### src/hdl/arc_params.svh
// Register address, field positions, masks and reset value of the reference control block.
// Assumes it is included by bare name from files that need these constants.
`ifndef ARC_PARAMS_SVH
`define ARC_PARAMS_SVH
`define ARC_CTRL_ADDR   8'hd1
`define ARC_CTRL_RESET  8'h00
`define ARC_BIT_REFSEL  3
`define ARC_BIT_TEMPEN  2
`define ARC_BIT_BIASEN  1
`define ARC_CTRL_WMASK  8'h0e
`define ARC_RDATA_IDLE  8'h00
`define ARC_AMUX_W_DEF  5
`define ARC_AMUX_W_MAX  8
`endif

### src/hdl/arc_pkg.sv
// Types shared by the analog reference control modules.
// Assumes arc_params.svh is on the include path.
`default_nettype none
package arc_pkg;
   typedef struct packed
   {
      logic [7:0] ctrl;
      logic [7:0] rdata;
      logic       hit;
      logic       tsense_oe;
      logic       tsense_route;
   } arc_state_s;

   typedef struct packed
   {
      logic bias_on;
   } arc_bias_state_s;
endpackage
`default_nettype wire

### src/hdl/arc_bias_if.sv
// Carrier between the register core and the bias merge stage.
// Assumes both ends share sys_clk.
`timescale 1ns/1ns
`default_nettype none
interface arc_bias_if;
   logic ce;
   logic rst_n;
   logic sw_bias;
   logic adc_req;
   logic temp_req;
   logic osc_req;
   logic bias_on;
   modport core  (output ce, rst_n, sw_bias, adc_req, temp_req, osc_req, input bias_on);
   modport merge (input ce, rst_n, sw_bias, adc_req, temp_req, osc_req, output bias_on);
endinterface
`default_nettype wire

### src/hdl/arc_bias_merge.sv
// Bias generator enable merge: software bit or any peripheral request.
// Assumes all requests come from logic on sys_clk.
`timescale 1ns/1ns
`default_nettype none
module arc_bias_merge
   import arc_pkg::*;
(
   input  wire logic  sys_clk,
   arc_bias_if.merge  bif
);
   arc_bias_state_s st_q;
   arc_bias_state_s st_d;

   always_comb
   begin
      st_d = st_q;
      if (bif.ce)
      begin
         // Peripheral requests force the bias on whatever software wrote.
         st_d.bias_on = bif.sw_bias | bif.adc_req | bif.temp_req | bif.osc_req;
      end
   end

   always_ff @(posedge sys_clk or negedge bif.rst_n)
   begin
      if (!bif.rst_n)
         st_q <= '0;
      else
         st_q <= st_d;
   end

   assign bif.bias_on = st_q.bias_on;
endmodule
`default_nettype wire

### src/hdl/arc_top.sv
// Analog reference control register and its analog enables.
// Assumes a byte-wide special-function register bus and ADC/oscillator enables on sys_clk.
`timescale 1ns/1ns
`default_nettype none
`include "arc_params.svh"
module arc_top
   import arc_pkg::*;
#(
   parameter int AMUX_W = `ARC_AMUX_W_DEF
)
(
   input  wire logic              sys_clk,
   input  wire logic              arst_n,
   input  wire logic              ce,
   input  wire logic [7:0]        sfr_addr,
   input  wire logic              sfr_wr,
   input  wire logic              sfr_rd,
   input  wire logic [7:0]        sfr_wdata,
   output logic      [7:0]        sfr_rdata,
   output logic                   sfr_hit,
   input  wire logic              adc_enable,
   input  wire logic              osc_enable,
   input  wire logic [AMUX_W-1:0] amux_pos_sel,
   output logic                   ref_source_select,
   output logic                   temp_sensor_enable,
   output logic                   bias_gen_enable,
   output logic                   temp_sensor_oe,
   output logic                   temp_sensor_routed
);

   ////////////////////////////////////////////////////////////////////////////
   // Elaboration checks.

   if (AMUX_W < 1 || AMUX_W > `ARC_AMUX_W_MAX)
   begin : g_bad_width
      $error("AMUX_W out of range");
   end

   ////////////////////////////////////////////////////////////////////////////
   // Reset release. Assertion is asynchronous; release is aligned to sys_clk
   // so the register never leaves reset on a partial edge.

   logic rst_meta_q;
   logic rst_sync_q;

   always_ff @(posedge sys_clk or negedge arst_n)
   begin
      if (!arst_n)
      begin
         rst_meta_q <= 1'b0;
         rst_sync_q <= 1'b0;
      end
      else
      begin
         rst_meta_q <= 1'b1;
         rst_sync_q <= rst_meta_q;
      end
   end

   ////////////////////////////////////////////////////////////////////////////
   // Helpers.

   function automatic logic addr_hit(input logic [7:0] a);
      return a == `ARC_CTRL_ADDR;
   endfunction

   function automatic logic [7:0] ctrl_view(input logic [7:0] c);
      return c & `ARC_CTRL_WMASK;
   endfunction

   localparam logic [AMUX_W-1:0] AMUX_TOP = '1;

   ////////////////////////////////////////////////////////////////////////////
   // Register state.

   arc_state_s st_q;
   arc_state_s st_d;
   logic       wr_hit;
   logic       rd_hit;

   assign wr_hit = sfr_wr && addr_hit(sfr_addr);
   assign rd_hit = sfr_rd && addr_hit(sfr_addr);

   always_comb
   begin
      st_d = st_q;
      if (ce)
      begin
         st_d.hit = rd_hit;
         if (wr_hit)
         begin
            // Unused bits never reach storage, so no later read can show them.
            st_d.ctrl = ctrl_view(sfr_wdata);
         end
         if (rd_hit)
            st_d.rdata = ctrl_view(st_q.ctrl);
         else
            st_d.rdata = `ARC_RDATA_IDLE;
         // The sensor drives its mux leg only while enabled; otherwise that
         // input floats and conversions on it are meaningless.
         st_d.tsense_oe    = st_d.ctrl[`ARC_BIT_TEMPEN];
         st_d.tsense_route = st_d.ctrl[`ARC_BIT_TEMPEN] && (amux_pos_sel == AMUX_TOP);
      end
   end

   always_ff @(posedge sys_clk or negedge rst_sync_q)
   begin
      if (!rst_sync_q)
      begin
         st_q              <= '0;
         st_q.ctrl         <= `ARC_CTRL_RESET;
         st_q.rdata        <= `ARC_RDATA_IDLE;
      end
      else
      begin
         st_q <= st_d;
      end
   end

   ////////////////////////////////////////////////////////////////////////////
   // Bias merge.

   arc_bias_if bif ();

   assign bif.ce       = ce;
   assign bif.rst_n    = rst_sync_q;
   assign bif.sw_bias  = st_q.ctrl[`ARC_BIT_BIASEN];
   assign bif.adc_req  = adc_enable;
   assign bif.temp_req = st_q.ctrl[`ARC_BIT_TEMPEN];
   assign bif.osc_req  = osc_enable;

   arc_bias_merge u_merge
   (
      .sys_clk (sys_clk),
      .bif     (bif)
   );

   ////////////////////////////////////////////////////////////////////////////
   // Outputs, each taken straight from a flop.

   assign sfr_rdata          = st_q.rdata;
   assign sfr_hit            = st_q.hit;
   assign ref_source_select  = st_q.ctrl[`ARC_BIT_REFSEL];
   assign temp_sensor_enable = st_q.ctrl[`ARC_BIT_TEMPEN];
   assign bias_gen_enable    = bif.bias_on;
   assign temp_sensor_oe     = st_q.tsense_oe;
   assign temp_sensor_routed = st_q.tsense_route;
endmodule
`default_nettype wire

### config.mk
export PLATFORM = sky130hd
export DESIGN_NAME = arc_top
export DESIGN_NICKNAME = d
export VERILOG_FILES = /design/src/hdl/arc_pkg.sv /design/src/hdl/arc_bias_if.sv /design/src/hdl/arc_bias_merge.sv /design/src/hdl/arc_top.sv
export VERILOG_INCLUDE_DIRS = /design/src /design/src/hdl
export SDC_FILE = /design/constraint.sdc
export NUM_CORES = 1
export LEC_CHECK = 0
export BUFFER_PORTS_ARGS = -buffer_cell sky130_fd_sc_hd__buf_2
export CAP_MARGIN = 10
export CORE_MARGIN = 2
export CORE_UTILIZATION = 39
export CTS_BUF_LIST = sky130_fd_sc_hd__clkbuf_16
export DETAILED_ROUTE_END_ITERATION = 10
export PLACE_DENSITY = 0.87
export SLEW_MARGIN = 5
export SYNTH_ARGS = -nofsm -noshare
export SYNTH_HDL_FRONTEND = slang
export SYNTH_HIERARCHICAL = 1
export SYNTH_SLANG_ARGS = --single-unit
### constraint.sdc
create_clock -name sys_clk -period 1.8 [get_ports sys_clk]
set_input_delay 0.27 -clock sys_clk [delete_from_list [all_inputs] [get_ports sys_clk]]
set_output_delay 0.27 -clock sys_clk [all_outputs]
set_load 0.02 [all_outputs]
==> metrics.txt <==
# TYPE chip_impl_metric gauge
chip_impl_metric{name="switching_share",unit="%"} 19.5
chip_impl_info{name="synth.most_common_cell",value="dfrtp_1"} 1
chip_impl_metric{name="maximum_number_of_pins_on_one_net_before_global_route_repair",unit=""} 11
chip_impl_metric{name="syn-instance-count",unit=""} 50
chip_impl_info{name="rsz0062_at_grt",value="false"} 1
chip_impl_metric{name="num-nets-final",unit=""} 112
chip_impl_metric{name="postCtsResizedCells",unit=""} 0
chip_impl_metric{name="yosys_warnings",unit=""} 6
chip_impl_metric{name="cp_max_fo",unit=""} 3
chip_impl_metric{name="grt_overflow_total",unit=""} 0
chip_impl_info{name="crit_path_start_kind",value="input pin"} 1
chip_impl_info{name="root_buffer",value="clkbuf_16"} 1
chip_impl_metric{name="detailed_place_hpwl",unit="um"} 838
chip_impl_metric{name="antenna_left",unit=""} 0
chip_impl_info{name="tritoncts",value="built"} 1
chip_impl_metric{name="irDropWorstVdd",unit="V"} 0.000477
chip_impl_metric{name="globalRouteTotalUtil",unit="%"} 17.3
chip_impl_metric{name="ioPinCount",unit=""} 42
chip_impl_metric{name="power.static_leakage",unit="uW"} 0.000396
chip_impl_info{name="ys_dominant_reg_cell",value="dfrtp_1"} 1
chip_impl_metric{name="synth.distinct_cells",unit=""} 20
chip_impl_metric{name="route.vias.total",unit=""} 438
chip_impl_info{name="synth_top_cell_by_area",value="dfrtp_1"} 1
chip_impl_metric{name="syn_area_per_cell",unit="sq um"} 10.4
chip_impl_metric{name="max_freq",unit="MHz"} 816
chip_impl_metric{name="clock_skew",unit="ps"} 2.60
chip_impl_metric{name="combPwrFrac",unit="%"} 8.0
chip_impl_metric{name="cts_buffers",unit=""} 3
chip_impl_metric{name="num_antenna_cells",unit=""} 0
chip_impl_metric{name="post_dp_cell_area",unit="sq um"} 659
chip_impl_metric{name="chipHeight",unit="um"} 40.5
chip_impl_info{name="synthTopCellsByCount",value="11 x dfrtp_1, 9 x inv_1, 6 x buf_4"} 1
chip_impl_metric{name="grt_first_pass_wirelength",unit="um"} 1710
chip_impl_metric{name="initial_utilization",unit="%"} 41.0
chip_impl_metric{name="post-route-min-period",unit="ps"} 1230
chip_impl_metric{name="worst_skew_pair.late_latency",unit="ps"} 240
chip_impl_metric{name="standard_cell_core_area",unit="sq um"} 1270
chip_impl_metric{name="die_width",unit="um"} 40.5
chip_impl_metric{name="portion_of_the_post_synthesis_area_used_by_sequential_elements",unit="%"} 52.9
chip_impl_info{name="yosys-top-cells-area",value="dfrtp_1 53%, buf_4 8.7%, inv_1 6.5%, mux2_1 6.5%, o22ai_1 4.8%"} 1
chip_impl_metric{name="critical_path_arrival",unit="ps"} 1340
chip_impl_metric{name="drv_slew",unit=""} 0
chip_impl_metric{name="placementRows",unit=""} 13
chip_impl_metric{name="report.final.hold_viol_count",unit=""} 0
chip_impl_info{name="crit_type",value="in -> reg"} 1
chip_impl_metric{name="gp_routability_congestion",unit=""} 0.690
chip_impl_metric{name="switchingPower",unit="uW"} 138
chip_impl_metric{name="period_share",unit="%"} 68.1
chip_impl_metric{name="p_int",unit="uW"} 571
chip_impl_metric{name="synth_enable_flop_cells",unit=""} 0
chip_impl_metric{name="antenna_found_initial",unit=""} 0
chip_impl_metric{name="setup-tns-final",unit="ps"} 0
chip_impl_metric{name="clock_power_share",unit="%"} 55.3
chip_impl_metric{name="synth_top_area_share",unit="%"} 52.9
chip_impl_metric{name="synth_async_sr_flop_share",unit="%"} 100
chip_impl_metric{name="layout.cell_area.non_filler",unit="sq um"} 748
chip_impl_metric{name="numPortBuffers",unit=""} 31
chip_impl_metric{name="power-per-cell-area",unit="nW/um^2"} 948
chip_impl_metric{name="timing.final.setup_violations",unit=""} 0
chip_impl_metric{name="postCtsSetupBuffers",unit=""} 0
chip_impl_metric{name="htreeDepth",unit=""} 1
chip_impl_info{name="hold_class",value="reg -> async"} 1
chip_impl_metric{name="routed_via_density",unit=""} 4.47
chip_impl_metric{name="synthesis_stage_register_bit_count",unit=""} 11
chip_impl_metric{name="die_area",unit="sq um"} 1640
chip_impl_metric{name="detailedRoute.firstIterationViolations",unit=""} 1
chip_impl_metric{name="clock_path_buffers",unit=""} 2
chip_impl_metric{name="routed_wirelength",unit="um"} 1050
chip_impl_metric{name="1st_pass_router_iterations",unit=""} 3
chip_impl_metric{name="final_layout_size_suffix_gt1_share",unit="%"} 43.4
chip_impl_info{name="run_status",value="finished, final reports clean"} 1
chip_impl_metric{name="drc",unit=""} 0
chip_impl_metric{name="sequential_share_of_power",unit="%"} 36.8
chip_impl_metric{name="first_global_vias",unit=""} 436
chip_impl_metric{name="cts.clk_slew.worst_paths",unit="ps"} 40
chip_impl_metric{name="max_cap_viol_count",unit=""} 0
chip_impl_metric{name="area_growth",unit="%"} 43.8
chip_impl_metric{name="clock_sink_count",unit=""} 11
chip_impl_metric{name="avgRoutedWirePerCell",unit="um"} 10.7
chip_impl_metric{name="finalCoreUtilization",unit="%"} 59.0
chip_impl_metric{name="required",unit="ps"} 1910
chip_impl_info{name="setup_crit_end_kind",value="flop"} 1
chip_impl_metric{name="syn_area",unit="sq um"} 520
==> path summary, 6_finish.rpt <==
check	from	to	slack, ps	cells after the start
max	sfr_addr[3]	temp_sensor_enable$_DFFE_PN0P_	570	5
min	bif.rst_n$_DFF_PN0_	temp_sensor_enable$_DFFE_PN0P_	140	0
min in group sys_clk	sfr_wdata[1]	bif.sw_bias$_DFFE_PN0P_	250	2
max reg2reg	bif.sw_bias$_DFFE_PN0P_	u_merge/bif.bias_on$_DFFE_PN0P_	910	2
min reg2reg	bif.rst_n$_DFF_PN0_	temp_sensor_enable$_DFFE_PN0P_	140	0
max in group asynchronous	arst_n	bif.rst_n$_DFF_PN0_	1370	2
==> power groups by stage <==
stage                     combinational (uW)  clock (uW)  sequential (uW)
after floorplan                         31.5           0              267
after global placement                  53.2           0              264
after detailed placement                55.0           0              265
after CTS                               56.9         400              261
after global routing                    63.5         416              262
final                                   56.5         392              261
==> timing repair <==
item / 4_1_cts / 5_1_grt
hold buffers: 1 / 0
endpoints found under the setup margin: 0 / 0
hold endpoints to repair: 2 / 0
==> layout make-up <==
| class | count | area (sq um) |
|---|---|---|
| clock buffers | 3 | 75.1 |
| clock inverters | 1 | 3.75 |
| fillers | 115 | 520 |
| inverters | 9 | 33.8 |
| multi-input cells | 27 | 176 |
| flip-flops and latches | 11 | 275 |
| well taps | 15 | 18.8 |
| repair buffers | 32 | 165 |
==> registers in the layout (all words and copies together), names as in the netlist <==
register,cells
temp_sensor_routed,1
bif.rst_n,1
u_merge/bif.bias_on,1
bif.sw_bias,1
ref_source_select,1
sfr_rdata,3
temp_sensor_enable,1
rst_meta_q,1
sfr_hit,1
==> through the flow <==
stage	setup slack [ps]	instances	hold slack, ps	power, uW
2_1_floorplan	528	54	-25.6	299
3_3_place_gp	387	93	56.7	317
3_5_place_dp	341	93	57.0	320
4_1_cts	551	98	154	719
5_1_grt	489	98	177	742
6_report	574	98	137	710
==> layout by cell type (no fill, tap or decap) <==
cell | netlist | final
mux2_1 | 3 | 3
buf_2 | 0 | 31
o22ai_1 | 4 | 4
or2_1 | 1 | 1
and3_1 | 1 | 1
nand4bb_1 | 1 | 1
dfrtp_1 | 11 | 11
nand4_1 | 1 | 1
mux2i_1 | 1 | 1
nand2_1 | 1 | 1
nor4_1 | 2 | 2
nor2_1 | 1 | 1
nand3_1 | 1 | 1
conb_1 | 2 | 6
nand3_2 | 1 | 1
nor3_2 | 1 | 1
clkbuf_16 | 0 | 3
dlygate4sd3_1 | 0 | 1
a21oi_1 | 1 | 1
inv_1 | 9 | 10
o21ai_0 | 1 | 1
==> per-layer routing <==
layer / vias up / global-route usage (%) / share of wire (%)
met3: 2 / 8.89 / 8.5
met2: 21 / 30.6 / 51
met4: 0 / 10.8 / 2.3
met5: - / 0 / 0
li1: 222 / - / -
met1: 193 / 15.1 / 38
==> worst max-delay path: stages <==
cell	delay, ps
buf_2	90
or2_1	240
nor3_2	250
nand3_2	140
mux2_1	340
==> cell families after synthesis <==
family                 Yosys count  synth area share (%)
AOI/OAI and AO/OA                6                  6.73
buffers and inverters           16                  16.1
DFF                             11                  52.9
muxes                            4                  8.41
other                            2                  1.44
and+or+nand+nor                 11                  14.4
No activity file was read; power rests on OpenSTA's default activity.
